File: src/common/ebct_consts.vh
`ifndef EBCT_CONSTS_VH
`define EBCT_CONSTS_VH

// apb address width; a register index times four is its byte address
`define EBCT_ADDR_W        18
`define EBCT_IDX_W         16
`define EBCT_IDX_CTRL0     16'hFFA0
`define EBCT_IDX_CSR       16'hFFA1
`define EBCT_IDX_CTRL1     16'hFFA5
`define EBCT_IDX_COUNT     16'hFFA8
`define EBCT_IDX_CMPA      16'hFFA9
`define EBCT_IDX_CMPB      16'hFFAA
`define EBCT_IDX_IRQ       16'hFFAB

// timer_control_zero fields
`define EBCT_C0_MIEB       7
`define EBCT_C0_MIEA       6
`define EBCT_C0_OVERFLOW_IRQ_ENABLE       5
`define EBCT_C0_CCLR_HI    4
`define EBCT_C0_CCLR_LO    3
`define EBCT_C0_CKS_HI     2
`define EBCT_C0_CKS_LO     0

// timer_control_status fields (also the irq status layout)
`define EBCT_CS_FLAG_B     7
`define EBCT_CS_FLAG_A     6
`define EBCT_CS_OVF        5
`define EBCT_CS_OSB_HI     3
`define EBCT_CS_OSB_LO     2
`define EBCT_CS_OSA_HI     1
`define EBCT_CS_OSA_LO     0
`define EBCT_CS_WMASK      8'h0F

// timer_control_one fields
`define EBCT_C1_TEDGE_HI   4
`define EBCT_C1_TEDGE_LO   3
`define EBCT_C1_TRIGGER_INPUT_ENABLE       2
`define EBCT_C1_ICKS       0
`define EBCT_C1_WMASK      8'h1D

// counter clear selection
`define EBCT_CCLR_NONE     2'h0
`define EBCT_CCLR_MATCH_A  2'h1
`define EBCT_CCLR_MATCH_B  2'h2
`define EBCT_CCLR_TRIG     2'h3

// trigger edge selection
`define EBCT_EDGE_NONE     2'h0
`define EBCT_EDGE_RISE     2'h1
`define EBCT_EDGE_FALL     2'h2
`define EBCT_EDGE_BOTH     2'h3

// output action on a match
`define EBCT_OUT_KEEP      2'h0
`define EBCT_OUT_LOW       2'h1
`define EBCT_OUT_HIGH      2'h2
`define EBCT_OUT_TOGGLE    2'h3

// clock select codes
`define EBCT_CKS_STOP      3'h0
`define EBCT_CKS_DIV4_8    3'h1
`define EBCT_CKS_DIV16_32  3'h2
`define EBCT_CKS_DIV64_128 3'h3

// prescaler: tap k ticks once every 2^(k+1) system clocks
`define EBCT_PRE_W         7
`define EBCT_TAP_DIV4      1
`define EBCT_TAP_DIV8      2
`define EBCT_TAP_DIV16     3
`define EBCT_TAP_DIV32     4
`define EBCT_TAP_DIV64     5
`define EBCT_TAP_DIV128    6

// reset values
`define EBCT_RST_CTRL0     8'h00
`define EBCT_RST_CSR       8'h00
`define EBCT_RST_CTRL1     8'h00
`define EBCT_RST_COUNT     8'h00
`define EBCT_RST_CMP       8'hFF
`define EBCT_RST_PRE       7'h00
`define EBCT_RST_PIN       1'b0

`define EBCT_COUNT_MAX     8'hFF
`define EBCT_COUNT_ONE     8'h01
`define EBCT_ZERO8         8'h00

`endif

File: src/ebct_prescaler.v
`timescale 1ns/1ps
`include "ebct_consts.vh"

module ebct_prescaler (
	// clock and reset
	input  wire                     sys_clk_i,
	input  wire                     reset_n_i,
	// one-cycle ticks, one per divided falling edge
	output wire [`EBCT_PRE_W-1:0]   tick_o
);

	reg  [`EBCT_PRE_W-1:0] cnt_q;
	reg  [`EBCT_PRE_W-1:0] tick_q;
	reg  [`EBCT_PRE_W-1:0] tick_d;
	integer                k;

	// tick k fires in the same cycle that bit k of the divider falls
	always @* begin
		tick_d = `EBCT_RST_PRE;
		for (k = 0; k < `EBCT_PRE_W; k = k + 1) begin
			tick_d[k] = &(cnt_q | ~(({`EBCT_PRE_W{1'b1}} >> (`EBCT_PRE_W - 1 - k))));
		end
	end

	always @(posedge sys_clk_i or negedge reset_n_i) begin
		if (!reset_n_i) begin
			cnt_q  <= `EBCT_RST_PRE;
			tick_q <= `EBCT_RST_PRE;
		end else begin
			cnt_q  <= cnt_q + 7'h01;
			tick_q <= tick_d;
		end
	end

	assign tick_o = tick_q;

endmodule // ebct_prescaler

File: src/ebct_timer.v
`timescale 1ns/1ps
`include "ebct_consts.vh"

module ebct_timer (
	// clock and reset
	input  wire                     sys_clk_i,
	input  wire                     reset_n_i,
	// apb slave
	input  wire                     psel_i,
	input  wire                     penable_i,
	input  wire                     pwrite_i,
	input  wire [`EBCT_ADDR_W-1:0]  paddr_i,
	input  wire [31:0]              pwdata_i,
	output wire                     pready_o,
	output wire [31:0]              prdata_o,
	output wire                     pslverr_o,
	// pins
	input  wire                     trigger_input_pin_i,
	output wire                     timer_output_pin_o,
	// interrupt
	output wire                     irq_o
);

	////////////////////////////////////////////////////////////////////////////////
	// functions

	function is_reg;
		input [`EBCT_ADDR_W-1:0] addr;
		input [`EBCT_IDX_W-1:0]  idx;
		begin
			is_reg = (addr == {idx, 2'b00});
		end
	endfunction

	function out_next;
		input       cur;
		input [1:0] sel;
		begin
			case (sel)
				`EBCT_OUT_LOW:    out_next = 1'b0;
				`EBCT_OUT_HIGH:   out_next = 1'b1;
				`EBCT_OUT_TOGGLE: out_next = ~cur;
				default:          out_next = cur;
			endcase
		end
	endfunction

	////////////////////////////////////////////////////////////////////////////////
	// declarations

	reg  [7:0]              ctrl0_q;
	reg  [7:0]              csr_q;
	reg  [7:0]              ctrl1_q;
	reg  [7:0]              count_q;
	reg  [7:0]              count_d;
	reg  [7:0]              cmpa_q;
	reg  [7:0]              cmpb_q;
	reg                     flag_a_q;
	reg                     flag_b_q;
	reg                     ovf_q;
	reg                     flag_a_d;
	reg                     flag_b_d;
	reg                     ovf_d;
	reg                     armed_a_q;
	reg                     armed_b_q;
	reg                     armed_ovf_q;
	reg                     pin_q;
	reg                     pin_d;
	reg                     trig_s1_q;
	reg                     trig_s2_q;
	reg                     trig_s3_q;
	reg  [31:0]             prdata_q;
	reg  [31:0]             rdata_d;
	reg                     pslverr_q;
	reg                     mapped;
	reg                     tick_sel;
	reg                     trig_edge;
	reg                     count_ev;
	reg                     clear_ev;
	reg                     wrap_ev;
	reg                     upd;
	wire [`EBCT_PRE_W-1:0]  tick;
	wire                    setup;
	wire                    acc;
	wire                    wr;
	wire                    rd;
	wire [7:0]              wd;
	wire [2:0]              cks;
	wire [1:0]              cclr;
	wire [1:0]              tedge;
	wire                    trigger_input_enable;
	wire                    icks;
	wire [7:0]              status;

	assign cks    = ctrl0_q[`EBCT_C0_CKS_HI:`EBCT_C0_CKS_LO];
	assign cclr   = {ctrl0_q[`EBCT_C0_CCLR_HI], ctrl0_q[`EBCT_C0_CCLR_LO]};
	assign tedge  = ctrl1_q[`EBCT_C1_TEDGE_HI:`EBCT_C1_TEDGE_LO];
	assign trigger_input_enable   = ctrl1_q[`EBCT_C1_TRIGGER_INPUT_ENABLE];
	assign icks   = ctrl1_q[`EBCT_C1_ICKS];
	assign status = {flag_b_q, flag_a_q, ovf_q, 5'h00};

	////////////////////////////////////////////////////////////////////////////////
	// apb framing: data is sampled in setup, so access always completes at once

	// an unmapped setup latches the error flag, which also blocks the write in access
	assign setup     = psel_i & ~penable_i;
	assign acc       = psel_i & penable_i;
	assign wr        = acc & pwrite_i & ~pslverr_q;
	assign rd        = acc & ~pwrite_i & ~pslverr_q;
	assign wd        = pwdata_i[7:0];
	assign pready_o  = 1'b1;
	assign prdata_o  = prdata_q;
	assign pslverr_o = pslverr_q & acc;

	always @* begin
		mapped  = 1'b1;
		rdata_d = 32'h0000_0000;
		if (is_reg(paddr_i, `EBCT_IDX_CTRL0))
			rdata_d[7:0] = ctrl0_q;
		else if (is_reg(paddr_i, `EBCT_IDX_CSR))
			rdata_d[7:0] = status | (csr_q & `EBCT_CS_WMASK);
		else if (is_reg(paddr_i, `EBCT_IDX_CTRL1))
			rdata_d[7:0] = ctrl1_q & `EBCT_C1_WMASK;
		else if (is_reg(paddr_i, `EBCT_IDX_COUNT))
			rdata_d[7:0] = count_q;
		else if (is_reg(paddr_i, `EBCT_IDX_CMPA))
			rdata_d[7:0] = cmpa_q;
		else if (is_reg(paddr_i, `EBCT_IDX_CMPB))
			rdata_d[7:0] = cmpb_q;
		else if (is_reg(paddr_i, `EBCT_IDX_IRQ))
			rdata_d[7:0] = status;
		else
			mapped = 1'b0;
	end

	always @(posedge sys_clk_i or negedge reset_n_i) begin
		if (!reset_n_i) begin
			prdata_q  <= 32'h0000_0000;
			pslverr_q <= 1'b0;
		end else if (setup) begin
			prdata_q  <= pwrite_i ? 32'h0000_0000 : rdata_d;
			pslverr_q <= ~mapped;
		end
	end

	////////////////////////////////////////////////////////////////////////////////
	// trigger pin: two-stage synchroniser, third stage for the edge detector
	// a pin pulse shorter than one clock can be lost; meant for slow triggers

	always @(posedge sys_clk_i or negedge reset_n_i) begin
		if (!reset_n_i) begin
			trig_s1_q <= 1'b0;
			trig_s2_q <= 1'b0;
			trig_s3_q <= 1'b0;
		end else begin
			trig_s1_q <= trigger_input_pin_i;
			trig_s2_q <= trig_s1_q;
			trig_s3_q <= trig_s2_q;
		end
	end

	always @* begin
		case (tedge)
			`EBCT_EDGE_RISE: trig_edge = trig_s2_q & ~trig_s3_q;
			`EBCT_EDGE_FALL: trig_edge = ~trig_s2_q & trig_s3_q;
			`EBCT_EDGE_BOTH: trig_edge = trig_s2_q ^ trig_s3_q;
			default:         trig_edge = 1'b0;
		endcase
		trig_edge = trig_edge & trigger_input_enable;
	end

	////////////////////////////////////////////////////////////////////////////////
	// count source

	// the divider runs free, so the first tick after a clock change comes early by up to one period
	ebct_prescaler u_pre (
		.sys_clk_i (sys_clk_i),
		.reset_n_i (reset_n_i),
		.tick_o    (tick)
	);

	always @* begin
		case (cks)
			`EBCT_CKS_DIV4_8:    tick_sel = icks ? tick[`EBCT_TAP_DIV8]   : tick[`EBCT_TAP_DIV4];
			`EBCT_CKS_DIV16_32:  tick_sel = icks ? tick[`EBCT_TAP_DIV32]  : tick[`EBCT_TAP_DIV16];
			`EBCT_CKS_DIV64_128: tick_sel = icks ? tick[`EBCT_TAP_DIV128] : tick[`EBCT_TAP_DIV64];
			default:             tick_sel = 1'b0;
		endcase
	end

	////////////////////////////////////////////////////////////////////////////////
	// counter: clear beats increment, a software write beats both

	always @* begin
		// a tick and a trigger edge in one cycle count once, not twice
		count_ev = tick_sel | trig_edge;
		case (cclr)
			`EBCT_CCLR_MATCH_A: clear_ev = count_ev & (count_q == cmpa_q);
			`EBCT_CCLR_MATCH_B: clear_ev = count_ev & (count_q == cmpb_q);
			`EBCT_CCLR_TRIG:    clear_ev = trig_edge;
			default:            clear_ev = 1'b0;
		endcase
		wrap_ev = count_ev & ~clear_ev & (count_q == `EBCT_COUNT_MAX);
		upd     = 1'b1;
		if (wr && is_reg(paddr_i, `EBCT_IDX_COUNT))
			count_d = wd;
		else if (clear_ev)
			count_d = `EBCT_ZERO8;
		else if (count_ev)
			count_d = count_q + `EBCT_COUNT_ONE;
		else begin
			count_d = count_q;
			upd     = 1'b0;
		end
	end

	////////////////////////////////////////////////////////////////////////////////
	// flags: a match is taken when the counter moves onto the compare value

	always @* begin
		flag_a_d = flag_a_q;
		flag_b_d = flag_b_q;
		ovf_d    = ovf_q;
		// zero write after a read as one clears; a write of one is ignored
		if (wr && is_reg(paddr_i, `EBCT_IDX_CSR)) begin
			if (armed_a_q && !wd[`EBCT_CS_FLAG_A])
				flag_a_d = 1'b0;
			if (armed_b_q && !wd[`EBCT_CS_FLAG_B])
				flag_b_d = 1'b0;
			if (armed_ovf_q && !wd[`EBCT_CS_OVF])
				ovf_d = 1'b0;
		end
		if (wr && is_reg(paddr_i, `EBCT_IDX_IRQ)) begin
			if (wd[`EBCT_CS_FLAG_A])
				flag_a_d = 1'b0;
			if (wd[`EBCT_CS_FLAG_B])
				flag_b_d = 1'b0;
			// overflow is left set here: it clears only by the read-then-zero path
		end
		// hardware set wins over any clear in the same cycle
		if (upd && count_d == cmpa_q)
			flag_a_d = 1'b1;
		if (upd && count_d == cmpb_q)
			flag_b_d = 1'b1;
		if (wrap_ev)
			ovf_d = 1'b1;
	end

	always @(posedge sys_clk_i or negedge reset_n_i) begin
		if (!reset_n_i) begin
			flag_a_q    <= 1'b0;
			flag_b_q    <= 1'b0;
			ovf_q       <= 1'b0;
			armed_a_q   <= 1'b0;
			armed_b_q   <= 1'b0;
			armed_ovf_q <= 1'b0;
		end else begin
			flag_a_q <= flag_a_d;
			flag_b_q <= flag_b_d;
			ovf_q    <= ovf_d;
			// arm on a read that saw the flag set; any csr write disarms
			// other register traffic leaves a pending arm in place
			if (rd && is_reg(paddr_i, `EBCT_IDX_CSR)) begin
				armed_a_q   <= prdata_q[`EBCT_CS_FLAG_A];
				armed_b_q   <= prdata_q[`EBCT_CS_FLAG_B];
				armed_ovf_q <= prdata_q[`EBCT_CS_OVF];
			end else if (wr && is_reg(paddr_i, `EBCT_IDX_CSR)) begin
				armed_a_q   <= 1'b0;
				armed_b_q   <= 1'b0;
				armed_ovf_q <= 1'b0;
			end
		end
	end

	////////////////////////////////////////////////////////////////////////////////
	// output pin: on a coincident match, B acts after A on A's result, so any B action but keep wins

	always @* begin
		pin_d = pin_q;
		if (upd && count_d == cmpa_q)
			pin_d = out_next(pin_d, csr_q[`EBCT_CS_OSA_HI:`EBCT_CS_OSA_LO]);
		if (upd && count_d == cmpb_q)
			pin_d = out_next(pin_d, csr_q[`EBCT_CS_OSB_HI:`EBCT_CS_OSB_LO]);
	end

	////////////////////////////////////////////////////////////////////////////////
	// software registers

	always @(posedge sys_clk_i or negedge reset_n_i) begin
		if (!reset_n_i) begin
			ctrl0_q <= `EBCT_RST_CTRL0;
			csr_q   <= `EBCT_RST_CSR;
			ctrl1_q <= `EBCT_RST_CTRL1;
			count_q <= `EBCT_RST_COUNT;
			cmpa_q  <= `EBCT_RST_CMP;
			cmpb_q  <= `EBCT_RST_CMP;
			pin_q   <= `EBCT_RST_PIN;
		end else begin
			count_q <= count_d;
			pin_q   <= pin_d;
			if (wr) begin
				if (is_reg(paddr_i, `EBCT_IDX_CTRL0))
					ctrl0_q <= wd;
				if (is_reg(paddr_i, `EBCT_IDX_CSR))
					csr_q <= wd & `EBCT_CS_WMASK;
				if (is_reg(paddr_i, `EBCT_IDX_CTRL1))
					ctrl1_q <= wd & `EBCT_C1_WMASK;
				if (is_reg(paddr_i, `EBCT_IDX_CMPA))
					cmpa_q <= wd;
				if (is_reg(paddr_i, `EBCT_IDX_CMPB))
					cmpb_q <= wd;
			end
		end
	end

	////////////////////////////////////////////////////////////////////////////////
	// interrupt: a level, so it falls as soon as the flag is cleared
	// no edge memory: a flag cleared and set again in one cycle keeps the line high

	assign irq_o = (flag_b_q & ctrl0_q[`EBCT_C0_MIEB])
	             | (flag_a_q & ctrl0_q[`EBCT_C0_MIEA])
	             | (ovf_q    & ctrl0_q[`EBCT_C0_OVERFLOW_IRQ_ENABLE]);

	assign timer_output_pin_o = pin_q;

endmodule // ebct_timer

File: config.mk
export PLATFORM = sky130hd
export DESIGN_NAME = ebct_timer
export DESIGN_NICKNAME = d
export VERILOG_FILES = /design/src/ebct_prescaler.v /design/src/ebct_timer.v
export VERILOG_INCLUDE_DIRS = /design/src /design/src/common
export SDC_FILE = /design/constraint.sdc
export NUM_CORES = 1
export LEC_CHECK = 0
export ABC_AREA = 0
export BUFFER_PORTS_ARGS = -buffer_cell sky130_fd_sc_hd__buf_2
export CAP_MARGIN = 20
export CORE_MARGIN = 4
export CORE_UTILIZATION = 40
export DETAILED_ROUTE_END_ITERATION = 8
export PLACE_DENSITY = 0.71
export SYNTH_ARGS = -nofsm -noshare
export SYNTH_HDL_FRONTEND = slang
export SYNTH_SLANG_ARGS = --single-unit
export TNS_END_PERCENT = 20
File: constraint.sdc
create_clock -name sys_clk_i -period 9.55 [get_ports sys_clk_i]
set_input_delay 0.955 -clock sys_clk_i [delete_from_list [all_inputs] [get_ports sys_clk_i]]
set_output_delay 0.955 -clock sys_clk_i [all_outputs]
set_load 0.05 [all_outputs]
After elaboration in Yosys (flattened, before gate mapping)
Index checks and enable logic that the tools add are counted.
W data, S select, Z words.
{ "totals": {"ff_bits": 97, "input_bits": 56, "out_inout_bits": 36, "elab_cells": 155} }
{ "op_classes": {"addsub": 2, "eq_ne": 27, "n_mux": 48, "bitwise": 31, "n_reduce_logical": 27} }
{ "ops": {"columns": ["cell", "count"], "rows": [
  ["$eq A18 B18 Y1 const B", 7],
  ["$mux W8", 11],
  ["$eq A8 B8 Y1", 4],
  ["$mux W1", 32],
  ["$and A1 B1 Y1", 17],
  ["$eq A2 B2 Y1 const B", 8],
  ["$pmux W1 S3", 5],
  ["$reduce_and A2 Y1", 7],
  ["$logic_and A1 B1 Y1", 9],
  ["$not A1 Y1", 9],
  ["$add A8 B1 Y8 const B", 1],
  ["$eq A2 B1 Y1 const B", 4],
  ["$eq A8 B8 Y1 const B", 1],
  ["$or A8 B4 Y8", 1],
  ["$add A7 B1 Y7 const B", 1],
  ["$reduce_and A7 Y1", 1],
  ["$eq A3 B2 Y1 const B", 2],
  ["$reduce_and A6 Y1", 1],
  ["$reduce_bool A2 Y1", 3],
  ["$reduce_and A5 Y1", 1],
  ["$reduce_and A4 Y1", 1],
  ["$eq A3 B1 Y1 const B", 1],
  ["$logic_not A1 Y1", 3],
  ["$or A1 B1 Y1", 3],
  ["other kinds (2)", 2]
]} }

Depth between registers and ports, before layout
Gate-level depths: netlist (run 1).
{ "depth": {"word_depth": 15, "mapped_depth": 15, "ltp_nobuf": 13} }

Cells and area by module
Synthesis (run 1) repeated with hierarchy kept, for this count alone.
{ "unflattened": {"hier_cells": 483, "hier_area_um2": 4739.5} }
{ "modules_own_cells": {"columns": ["module", "instances", "cells_per_inst", "area_each_um2", "seq_area_each_um2"], "rows": [
  ["ebct_timer", 1, 449, 4245.3, 1496.4],
  ["ebct_prescaler", 1, 34, 494.2, 350.3]
]} }

Least setup slack after synthesis (run 1)
No wires, ideal clock.
{ "synth_timing": {"path_kind": "input -> register", "start": "input paddr_i[1]", "end": "register pin_q, in the netlist timer_output_pin_o", "setup_ns": 0.153, "t_arrival_ns": 3.372, "t_required_ns": 9.397, "slack_ns": 6.025, "path_stages": 12, "path_buffers": 1, "path_cell_list": "or4b_4 -> nor4_4 -> and3_4 -> buf_6 -> and3_1 -> a311oi_1 -> o211ai_2 -> o2111ai_1 -> nor4_2 -> nand2_1 -> o32ai_1 -> a221oi_2"} }
{ "synth_via": {"elab_chain_cells": 9, "word_cells_on_any_way": 12, "cone_classes": "eq/ne (3); mux (5); bitwise (1); reduce/logical (3)"} }
{ "synth_rtl": {"columns": ["item", "line", "text"], "rows": [
  ["start, declared", "ebct_timer.v:12", "input wire [`EBCT_ADDR_W-1:0] paddr_i,"],
  ["$eq A18 B18 Y1 *", "ebct_timer.v:31", "is_reg = (addr == {idx, 2'b00});"],
  ["$logic_and A1 B1 Y1 *", "ebct_timer.v:205", "if (wr && is_reg(paddr_i, `EBCT_IDX_COUNT))"],
  ["$mux W8", "ebct_timer.v:205", null],
  ["$eq A8 B8 Y1", "ebct_timer.v:280", "if (upd && count_d == cmpa_q)"],
  ["$logic_and A1 B1 Y1", "ebct_timer.v:280", null],
  ["$mux W1", "ebct_timer.v:280", null],
  ["$not A1 Y1", "ebct_timer.v:42", "`EBCT_OUT_TOGGLE: out_next = ~cur;"],
  ["$pmux W1 S3", "ebct_timer.v:39", "case (sel)"],
  ["$mux W1 *", "ebct_timer.v:282", "if (upd && count_d == cmpb_q)"],
  ["named net pin_d", "ebct_timer.v:68", "reg pin_d;"],
  ["end signal, assigned", "ebct_timer.v:297", "pin_q <= `EBCT_RST_PIN;"],
  ["end signal, assigned", "ebct_timer.v:300", "pin_q <= pin_d;"],
  ["end, declared", "ebct_timer.v:67", "reg pin_q;"]
]} }
The timed path passes the listed nets; every way through them passes the cells marked *.
A chain may end at the register's enable or synchronous reset.

Worst setup path after layout (run 1)
Ends and elaborated chain as after synthesis.

==> results of run 1 <==
-- cells in the mapped netlist (3+ instances only) --
library cell                instances  area, um2
sky130_fd_sc_hd__a211oi_1           4      30.03
sky130_fd_sc_hd__a21o_1            10      75.07
sky130_fd_sc_hd__a21oi_1           22      110.1
sky130_fd_sc_hd__a221oi_1           3      26.28
sky130_fd_sc_hd__a222oi_1           6      60.06
sky130_fd_sc_hd__a22oi_1            3      22.52
sky130_fd_sc_hd__a311oi_1           3      26.28
sky130_fd_sc_hd__and2_1             5      31.28
sky130_fd_sc_hd__and3_1            14      87.58
sky130_fd_sc_hd__buf_2              4      20.02
sky130_fd_sc_hd__buf_4             26      195.2
sky130_fd_sc_hd__clkbuf_1          15      56.30
sky130_fd_sc_hd__dfrtp_1           56       1401
sky130_fd_sc_hd__dfstp_2           16      420.4
sky130_fd_sc_hd__ha_1               9      112.6
sky130_fd_sc_hd__inv_1             18      67.56
sky130_fd_sc_hd__mux2_2            27      304.0
sky130_fd_sc_hd__mux2i_1           13      130.1
sky130_fd_sc_hd__nand2_1           57      214.0
sky130_fd_sc_hd__nand2b_1           9      56.30
sky130_fd_sc_hd__nand3_1           13      65.06
sky130_fd_sc_hd__nand3b_1           3      22.52
sky130_fd_sc_hd__nand4_1            6      37.54
sky130_fd_sc_hd__nand4b_1           3      26.28
sky130_fd_sc_hd__nor2_1            19      71.32
sky130_fd_sc_hd__nor2b_1            3      18.77
sky130_fd_sc_hd__nor3_1             6      30.03
sky130_fd_sc_hd__o2111ai_1          6      52.55
sky130_fd_sc_hd__o211ai_1           5      37.54
sky130_fd_sc_hd__o21ai_0           24      120.1
sky130_fd_sc_hd__o22ai_1            3      18.77
sky130_fd_sc_hd__or2_1              3      18.77
sky130_fd_sc_hd__xnor2_1            8      70.07
sky130_fd_sc_hd__xor2_1            16      140.1
-- cell usage in the layout (no fill, tap or decap), types with 3 or more instances in the layout --
cell and count:
sky130_fd_sc_hd__nand3b_1 3, sky130_fd_sc_hd__xor2_1 16, sky130_fd_sc_hd__xnor2_1 8, sky130_fd_sc_hd__mux2_2 27, sky130_fd_sc_hd__dfstp_2 16, sky130_fd_sc_hd__dfrtp_1 56
sky130_fd_sc_hd__mux2i_1 13, sky130_fd_sc_hd__nand4_1 6, sky130_fd_sc_hd__conb_1 25, sky130_fd_sc_hd__bufinv_16 4, sky130_fd_sc_hd__and3_1 14, sky130_fd_sc_hd__o21ai_0 24
sky130_fd_sc_hd__o2111ai_1 6, sky130_fd_sc_hd__nand3_1 13, sky130_fd_sc_hd__a221oi_1 3, sky130_fd_sc_hd__clkbuf_16 9, sky130_fd_sc_hd__o211ai_1 5, sky130_fd_sc_hd__nor2_1 19
sky130_fd_sc_hd__buf_2 42, sky130_fd_sc_hd__a311oi_1 3, sky130_fd_sc_hd__nand4b_1 3, sky130_fd_sc_hd__o22ai_1 3, sky130_fd_sc_hd__ha_1 9, sky130_fd_sc_hd__nor2b_1 3
sky130_fd_sc_hd__and2_1 5, sky130_fd_sc_hd__a21o_1 10, sky130_fd_sc_hd__nand2_1 57, sky130_fd_sc_hd__or2_1 3, sky130_fd_sc_hd__nand2b_1 9, sky130_fd_sc_hd__a222oi_1 6
sky130_fd_sc_hd__a21oi_1 22, sky130_fd_sc_hd__a211oi_1 4, sky130_fd_sc_hd__inv_1 18, sky130_fd_sc_hd__a22oi_1 3, sky130_fd_sc_hd__nor3_1 6
-- sequential cells by signal, summed over array words and instances, names as in the netlist --
register            cells
timer_output_pin_o      1
ovf_q                   1
flag_a_q                1
flag_b_q                1
pslverr_q               1
u_pre.cnt_q             7
cmpa_q                  8
prdata_o                8
ctrl1_q                 4
armed_b_q               1
cmpb_q                  8
u_pre.tick_o            6
csr_q                   4
armed_a_q               1
ctrl0_q                 8
trig_s1_q               1
trig_s3_q               1
armed_ovf_q             1
trig_s2_q               1
count_q                 8
-- path summary, 6_finish.rpt --
| path | to | slack [ns] | from |
|---|---|---|---|
| min in group asynchronous | timer_output_pin_o | 0.83 | reset_n_i |
| max in group asynchronous | trig_s2_q | 8.10 | reset_n_i |
| min | trig_s2_q | 0.36 | trig_s1_q |
| max reg2reg | timer_output_pin_o | 5.47 | ctrl0_q[3] |
| max | timer_output_pin_o | 5.26 | paddr_i[1] |
| min reg2reg | trig_s2_q | 0.36 | trig_s1_q |
-- critical path: cells and delay by family --
| kind | cells | cell delay (ns) |
|---|---|---|
| AO/OA/AOI/OAI | 4 | 0.69 |
| buffers and inverters | 1 | 0.09 |
| AND/OR/NAND/NOR | 7 | 2.76 |
-- per-stage QoR --
| step | power (mW) | cells |
|---|---|---|
| 2_1_floorplan | 0.3518 | 517 |
| 3_3_place_gp | 0.3617 | 655 |
| 3_5_place_dp | 0.3624 | 655 |
| 4_1_cts | 0.7819 | 671 |
| 5_1_grt | 0.8017 | 671 |
| 6_report | 0.7793 | 671 |
-- area by class of cell --
cell class	count	area, um2	share of cell area [%]
flip-flops and latches	72	1822	34.41
multi-input cells	379	2636	49.80
clock inverters	5	128.9	2.434
inverters	18	67.56	1.276
clock buffers	11	242.7	4.585
repair buffers	43	217.7	4.113
well taps	143	178.9	3.380
-- report_power, final --
group | switching [mW] | internal, mW
registers | 0.000871 | 0.307
logic | 0.0412 | 0.00855
clock network | 0.133 | 0.290
-- cell families (layout without fill, tap and decap cells) --
kind of cell	after synthesis	in the layout	synth area share [%]
adders and majority gates	9	9	2.377
buffers and inverters	66	77	7.712
AOI/OAI and AO/OA	118	118	18.67
other	2	25	0.1585
DFF	72	72	38.46
and+or+nand+nor	163	163	19.02
xor gates and xnor gates	24	24	4.437
muxes	40	40	9.165
-- routing by layer --
layer  wire length, um  vias up
li1                  -     1809
met1              5575     1934
met2              6180      167
met3               914       15
met4               165        0
met5                 0        -
==> impl_metrics.yaml, run 1 <==
global_route:
  globalRoute.totalOverflow: 0
  global_route.usage.total_pct: 19.14
  grtUsageMet2_pct: 30.45
  grt_start_max_net_pins: 73
  top_usage_layer: "met2"
  grt.met3_usage_pct: 3.805
  globalRouteMet1Util_pct: 26.43
  first_pass_grt_wire_length_mm: 20.04
  grt_pass1_vias: 3730
  grt_antenna_before_repair: 0
pwr:
  worst_ir_drop_vdd_v: 0.0001095
  power_density_nw_per_um2: 147.2
  power.static_leakage_nw: 2.354
worst_hold_path:
  hold_path_depth: 0
  holdCritPathClass: "register to register"
floorplanning:
  num_io_pins: 92
  floorplan.core_area_um2: 11520
  die_w_um: 116.8
  rows: 39
  fp.dieArea_um2: 13650
  die_height_um: 116.8
  start_util_pct: 41.13
critical_path:
  crit_type: "primary input to register"
  cp_slowest_stage_delay_ns: 0.57
  critical-path-slowest-cell: "sky130_fd_sc_hd__or4b_4"
  r2r_cells: 13
  ordered_cell_list_for_the_critical_path: "buf_2 > or4b_4 > nor4_4 > nand3_1 > and2_1 > a22oi_2 > and3_1 > o2111ai_1 > nor4_2 > nand2_1 > o32ai_1 > a221oi_2"
  cp_max_fo: 12
  critical_path_required_ns: 9.75
  setup.worst_path.start_class: "primary input"
  worst_ep_arrival_time_ns: 4.49
  endpoint_kind: "register"
logic_synthesis:
  synth_cells: 494
  ys_async_sr_fraction_pct: 100.0
  synth-edff-count: 0
  portion_of_the_post_synthesis_area_used_by_sequential_elements_pct: 38.46
  mapped_cell_area_um2: 4737
  yosys_register_bits: 72
  distinct_cell_type_count_of_the_synthesized_netlist: 77
  ys.warnings.count: 0
  syn-mean-instance-area_um2: 9.589
  yosys_most_used_dff: "sky130_fd_sc_hd__dfrtp_1"
clock_tree:
  clock_sink_count: 72
  cts_max_level: 3
  clk_root_buffer_cell: "sky130_fd_sc_hd__clkbuf_16"
  cts_setup_buffers: 0
  clock_latency_ns: 0.33
  tritoncts_clock_tree: "yes"
  cts_inserted_buffers: 9
  clkSlewWorstSetupHoldPaths_ns: 0.06
  ctsResizeCount: 0
  cts_hold_repair.buffers: 0
  clk_path_buf_depth: 2
place:
  placedInstanceArea_um2: 4922
  dp_slack_ns: 4.954
  placement.io_buffers: 42
  dpl.hpwl_mm: 9.347
  globalplace.congestion: 0.9598
finish:
  drive_gt1_share_pct: 23.86
  final_util_pct: 45.97
  antenna-diode-count: 0
  area.growth.synth_to_final_pct: 11.75
  final.fill_count: 1070
  final_net_count: 588
  finalInstanceArea_um2: 5294
routing:
  drt_first_iter_violations: 260
  drcViolationCount: 0
  antenna_left: 0
  first_pass_iters: 5
  dr_total_vias: 3925
  wl_mm: 12.83
  viasPerCell: 5.849
  route.detailed.wl_per_inst_um: 19.13
timing:
  clock_skew_ns: 0.01201
  max_slew.worst_pin.slew_ns: 1.108
  tns_ns: 0
  worst_slack_ns: 5.258
  report.final.hold_viol_count: 0
  setup-violations-final: 0
  drv_slew: 0
  fin_crit_ns: 4.292
  finalHoldWorstSlack_ns: 0.3562
  achievable-frequency_mhz: 233.0
  rsz0062_at_grt: "no"
  period_share_pct: 44.94
  worst_slew_margin_rel_pct: 25.60
run:
  max_cap_violations: 0
outcome:
  status: "finished clean"
Power figures use the tool's default switching activity.
==> inputs of run 2 (changes only) <==
--- a/config.mk
+++ b/config.mk
@@ -12,7 +12,7 @@
 export CORE_MARGIN = 4
 export CORE_UTILIZATION = 40
 export DETAILED_ROUTE_END_ITERATION = 8
-export PLACE_DENSITY = 0.71
+export PLACE_DENSITY = 0.73
 export SYNTH_ARGS = -nofsm -noshare
 export SYNTH_HDL_FRONTEND = slang
 export SYNTH_SLANG_ARGS = --single-unit
==> constraint.sdc (replaced) <==
create_clock -name sys_clk_i -period 3.7 [get_ports sys_clk_i]
set_input_delay 0.37 -clock sys_clk_i [delete_from_list [all_inputs] [get_ports sys_clk_i]]
set_output_delay 0.37 -clock sys_clk_i [all_outputs]
set_load 0.05 [all_outputs]
==> impl_metrics.yaml, run 2 (synthesized netlist as in run 1, its figures left out) <==
routing:
  route.detailed.wl_per_inst_um: 19.06
  dr_total_vias: 4104
  first_pass_iters: 6
  wl_mm: 13.26
  antenna_left: 0
  drcViolationCount: 0
  viasPerCell: 5.897
  drt_first_iter_violations: 342
critical_path:
  endpoint_kind: "register"
  worst_ep_arrival_time_ns: 3.67
  crit_type: "register to register"
  cp_max_fo: 4
  critical_path_required_ns: 3.91
  setup.worst_path.start_class: "register"
floorplanning:
  floorplan.core_area_um2: 11520
  die_w_um: 116.8
  rows: 39
  num_io_pins: 92
  die_height_um: 116.8
  fp.dieArea_um2: 13650
  start_util_pct: 41.13
timing:
  max_slew.worst_pin.slew_ns: 0.6920
  fin_crit_ns: 3.460
  tns_ns: 0
  achievable-frequency_mhz: 289.0
  finalHoldWorstSlack_ns: 0.02169
  report.final.hold_viol_count: 0
  rsz0062_at_grt: "no"
  period_share_pct: 93.51
  setup-violations-final: 0
  drv_slew: 0
  worst_slew_margin_rel_pct: 53.51
  clock_skew_ns: 0.007291
pwr:
  total_switching_power_mw: 0.4565
  power.static_leakage_nw: 2.459
  internal_power_mw: 1.408
  power_density_nw_per_um2: 340.1
  comb_power_share_pct: 6.9
  seq_power_share_pct: 42.6
  power.clock.fraction_pct: 50.5
  worst_ir_drop_vdd_v: 0.0002383
  power.share.switching_pct: 24.48
run:
  max_cap_violations: 0
clock_tree:
  tritoncts_clock_tree: "yes"
  clk_path_buf_depth: 2
  clock_sink_count: 72
  clk_root_buffer_cell: "sky130_fd_sc_hd__clkbuf_16"
  cts_inserted_buffers: 9
  cts_max_level: 3
  cts_hold_repair.buffers: 0
  clock_latency_ns: 0.34
  clkSlewWorstSetupHoldPaths_ns: 0.06
global_route:
  grt_pass1_vias: 4000
  global_route.usage.total_pct: 20.02
  grt_antenna_before_repair: 0
  globalRoute.totalOverflow: 0
  first_pass_grt_wire_length_mm: 20.96
  grt_start_max_net_pins: 48
finish:
  antenna-diode-count: 0
  final.fill_count: 1073
  drive_gt1_share_pct: 29.29
  finalInstanceArea_um2: 5482
  area.growth.synth_to_final_pct: 15.72
  final_util_pct: 47.60
  final_net_count: 613
  layout_common_cells: "sky130_fd_sc_hd__nand2_1 (56), sky130_fd_sc_hd__dfrtp_1 (56), sky130_fd_sc_hd__buf_2 (42), sky130_fd_sc_hd__mux2_2 (27), sky130_fd_sc_hd__buf_4 (26)"
place:
  placement.io_buffers: 42
  globalplace.congestion: 0.9544
  dpl.hpwl_mm: 9.829
  placedInstanceArea_um2: 5095
worst_hold_path:
  holdCritPathClass: "primary input to asynchronous set/reset pin"
outcome:
  status: "finished clean"
run 2: changes by cell type in the layout (fill, tap and decap cells not counted), sizes merged:
cell,delta
inv,+2
clkbuf,-1
bufinv,-2
buf,+25
clkinvlp,+1
run 2: per-stage QoR:
| stage | setup slack, ns | instances | total power [mW] |
|---|---|---|---|
| 2_1_floorplan | 0.5878 | 517 | 0.9080 |
| 6_report | 0.2402 | 696 | 1.864 |
| 3_3_place_gp | 0.1346 | 678 | 0.9329 |
| 3_5_place_dp | 0.09866 | 678 | 0.9359 |
| 5_1_grt | 0.005002 | 696 | 1.924 |
| 4_1_cts | 0.07389 | 694 | 1.873 |
run 2: repair_timing:
action	CTS	global route
setup buffers	0	2
setup endpoints to repair	0	1
resized for setup	0	12
run 2: critical path: stages, from the launching register on:
cell and delay, ns:
sky130_fd_sc_hd__dfrtp_1 0.38, sky130_fd_sc_hd__inv_1 0.12, sky130_fd_sc_hd__ha_4 0.18, sky130_fd_sc_hd__buf_4 0.14, sky130_fd_sc_hd__mux2i_2 0.22, sky130_fd_sc_hd__xor2_1 0.21, sky130_fd_sc_hd__nand4_1 0.18, sky130_fd_sc_hd__buf_4 0.19
sky130_fd_sc_hd__o21a_1 0.17, sky130_fd_sc_hd__or2_1 0.25, sky130_fd_sc_hd__a211oi_2 0.25, sky130_fd_sc_hd__o311ai_2 0.14, sky130_fd_sc_hd__nor4_2 0.28, sky130_fd_sc_hd__buf_4 0.18, sky130_fd_sc_hd__nand2_1 0.07, sky130_fd_sc_hd__o32ai_1 0.27
sky130_fd_sc_hd__a221oi_2 0.09
run 2: power by group through the flow:
stage	logic (mW)	registers (mW)	clock network [mW]
floorplan	0.101	0.807	0
finish	0.129	0.794	0.941
CTS	0.129	0.794	0.950
global placement	0.126	0.807	0
global route	0.139	0.794	0.991
detailed placement	0.129	0.807	0
run 2: worst paths after layout:
kind | start | endpoint | slack, ns | cells past startpoint
max | ctrl0_q[3] | timer_output_pin_o | 0.24 | 16
min | reset_n_i | prdata_o[1] | 0.02 | 1
max reg2reg | ctrl0_q[3] | timer_output_pin_o | 0.24 | 16
min reg2reg | trig_s1_q | trig_s2_q | 0.36 | 0
max in group asynchronous | reset_n_i | count_q[2] | 2.66 | 2
min in group sys_clk_i | trigger_input_pin_i | trig_s1_q | 0.14 | 1
run 2: cell type report:
cell class              instances  area (um2)  share of cell area, %
repair buffers                 68       405.4                  7.396
clock buffers                  10       229.0                  4.177
clock inverters                 6       90.09                  1.643
multi-input cells             379        2689                  49.05
well taps                     143       178.9                  3.264
flip-flops and latches         72        1822                  33.23
inverters                      18       67.56                  1.233
run 2: per-layer routing:
metal	global-route usage, %	share of wire (%)	vias up
li1	-	-	1858
met1	26.65	41	2007
met2	32.12	48	205
met3	4.010	8.5	34
met4	7.951	2.7	0
met5	0	0	-
==> inputs of run 3 (changes only) <==
--- a/config.mk
+++ b/config.mk
@@ -12,7 +12,7 @@
 export CORE_MARGIN = 4
 export CORE_UTILIZATION = 40
 export DETAILED_ROUTE_END_ITERATION = 8
-export PLACE_DENSITY = 0.73
+export PLACE_DENSITY = 0.61
 export SYNTH_ARGS = -nofsm -noshare
 export SYNTH_HDL_FRONTEND = slang
 export SYNTH_SLANG_ARGS = --single-unit
==> impl_metrics.yaml, run 3 (synthesized netlist as in run 1, its figures left out) <==
critical_path:
  endpoint: "timer_output_pin_o"
  worst_ep_arrival_time_ns: 3.75
  endpoint_kind: "register"
  r2r_setup_slack_ns: 0.16
  worstReg2RegEnd: "timer_output_pin_o"
  setup.worst_path.start_class: "register"
  critical_path_required_ns: 3.91
  cp_max_fo: 4
  timing.rr.start: "trig_s2_q"
  setup.worst_path.start: "trig_s2_q"
  r2r_cells: 14
  crit_type: "register to register"
global_route:
  grt_pass1_vias: 3809
  global_route.usage.total_pct: 19.76
  grt_start_max_net_pins: 73
  globalRoute.totalOverflow: 0
  first_pass_grt_wire_length_mm: 20.51
  grt_antenna_before_repair: 0
clock_tree:
  clk_root_buffer_cell: "sky130_fd_sc_hd__clkbuf_16"
  clk_path_buf_depth: 2
  clock_sink_count: 72
  clock_latency_ns: 0.34
  cts_max_level: 3
  clkSlewWorstSetupHoldPaths_ns: 0.06
  cts_inserted_buffers: 9
  tritoncts_clock_tree: "yes"
  cts_hold_repair.buffers: 0
finish:
  layout_common_cells: "sky130_fd_sc_hd__nand2_1 (57), sky130_fd_sc_hd__dfrtp_1 (56), sky130_fd_sc_hd__buf_2 (41), sky130_fd_sc_hd__mux2_2 (27), sky130_fd_sc_hd__conb_1 (25)"
  antenna-diode-count: 0
  commonest_non_fill_non_tap_cell_in_the_layout: "sky130_fd_sc_hd__nand2_1"
  final_net_count: 610
  drive_gt1_share_pct: 27.27
  final.fill_count: 1073
  finalInstanceArea_um2: 5421
  final-seq-area_um2: 1822
  multiInputGateArea_um2: 2669
  area.growth.synth_to_final_pct: 14.45
timing:
  rsz0062_at_grt: "no"
  worst_slack_ns: 0.1613
  period_share_pct: 95.64
  clock_skew_ns: 0.005231
  fin_crit_ns: 3.539
  setup-violations-final: 0
  report.final.hold_viol_count: 0
  finalHoldWorstSlack_ns: 0.1321
  achievable-frequency_mhz: 282.6
  max_slew.worst_pin.slew_ns: 0.9314
  drv_slew: 0
  worst_slew_margin_rel_pct: 37.91
  tns_ns: 0
routing:
  dr_total_vias: 3930
  wl_mm: 12.65
  drcViolationCount: 0
  antenna_left: 0
  drt_first_iter_violations: 322
  route.detailed.wl_per_inst_um: 18.25
  viasPerCell: 5.671
  first_pass_iters: 6
floorplanning:
  fp.dieArea_um2: 13650
  num_io_pins: 92
  die_w_um: 116.8
  floorplan.core_area_um2: 11520
  rows: 39
  die_height_um: 116.8
  start_util_pct: 41.13
worst_hold_path:
  holdCritPathClass: "primary input to register"
pwr:
  power.static_leakage_nw: 2.464
  power_density_nw_per_um2: 332.8
  worst_ir_drop_vdd_v: 0.0002916
place:
  dp_slack_ns: 0.09985
  placement.io_buffers: 42
  dpl.hpwl_mm: 9.547
  globalplace.congestion: 0.9399
  placedInstanceArea_um2: 5045
run:
  max_cap_violations: 0
outcome:
  status: "finished clean"
==> run 3: cell count changes in the layout (fill, tap and decap cells not counted), sizes merged <==
cell / previous run / this run
buf: 68 / 65
bufinv: 2 / 1
clkinv: 1 / 4
clkinvlp: 1 / 0
inv: 20 / 19
==> run 3: where the power goes <==
part	switching, mW	internal [mW]	total [mW]
logic	0.105	0.0220	0.127
registers	0.00223	0.791	0.793
clock network	0.356	0.527	0.883
total	0.464	1.34	1.80
==> run 3: worst min-delay path by stage <==
stage | end | start | depth (start not counted)
2_1_floorplan | armed_a_q | reset_n_i | 0
3_3_place_gp | trig_s2_q | trig_s1_q | 0
3_5_place_dp | trig_s2_q | trig_s1_q | 0
4_1_cts | trig_s1_q | trigger_input_pin_i | 1
5_1_grt | trig_s1_q | trigger_input_pin_i | 1
6_report | trig_s1_q | trigger_input_pin_i | 1
==> run 3: repair_timing <==
action                                  in CTS  in global routing
endpoints found under the setup margin       0                  1
buffers inserted                             0                  6
resized for setup                            0                  6
==> run 3: area by class of cell <==
class	instances	share of cell area, %
Multi-Input combinational cell	379	49.23
Sequential cell	72	33.60
Timing Repair Buffer	65	7.108
Clock buffer	10	4.223
Tap cell	143	3.300
Clock inverter	6	1.292
Inverter	18	1.246
==> run 3: critical path, stage by stage (launching register included) <==
cell	delay, ns
sky130_fd_sc_hd__dfrtp_1	0.37
sky130_fd_sc_hd__inv_1	0.05
sky130_fd_sc_hd__ha_1	0.27
sky130_fd_sc_hd__nand2b_1	0.19
sky130_fd_sc_hd__a311oi_4	0.38
sky130_fd_sc_hd__buf_4	0.18
sky130_fd_sc_hd__nor2_2	0.03
sky130_fd_sc_hd__a211oi_2	0.29
sky130_fd_sc_hd__or3b_1	0.42
sky130_fd_sc_hd__a21oi_1	0.19
sky130_fd_sc_hd__o2111ai_1	0.23
sky130_fd_sc_hd__nor4_4	0.30
sky130_fd_sc_hd__nand2_1	0.12
sky130_fd_sc_hd__o32ai_1	0.28
sky130_fd_sc_hd__a221oi_2	0.10
==> run 3: metal layers <==
metal / vias to the layer above / global-route usage, % / wire [um] / part of all wire (%)
met5: - / 0 / 0 / 0
met4: 0 / 6.346 / 208 / 1.6
li1: 1854 / - / - / -
met2: 156 / 29.20 / 5617 / 44
met1: 1903 / 28.36 / 5866 / 46
met3: 17 / 5.090 / 953 / 7.5
==> run 3: stage by stage <==
step           std cells  total power [mW]  util (%)
4_1_cts              687             1.820     46.40
2_1_floorplan        517            0.9080         -
3_5_place_dp         671            0.9352     43.81
6_report             693             1.804     47.08
3_3_place_gp         671            0.9339     43.81
5_1_grt              693             1.876     47.08
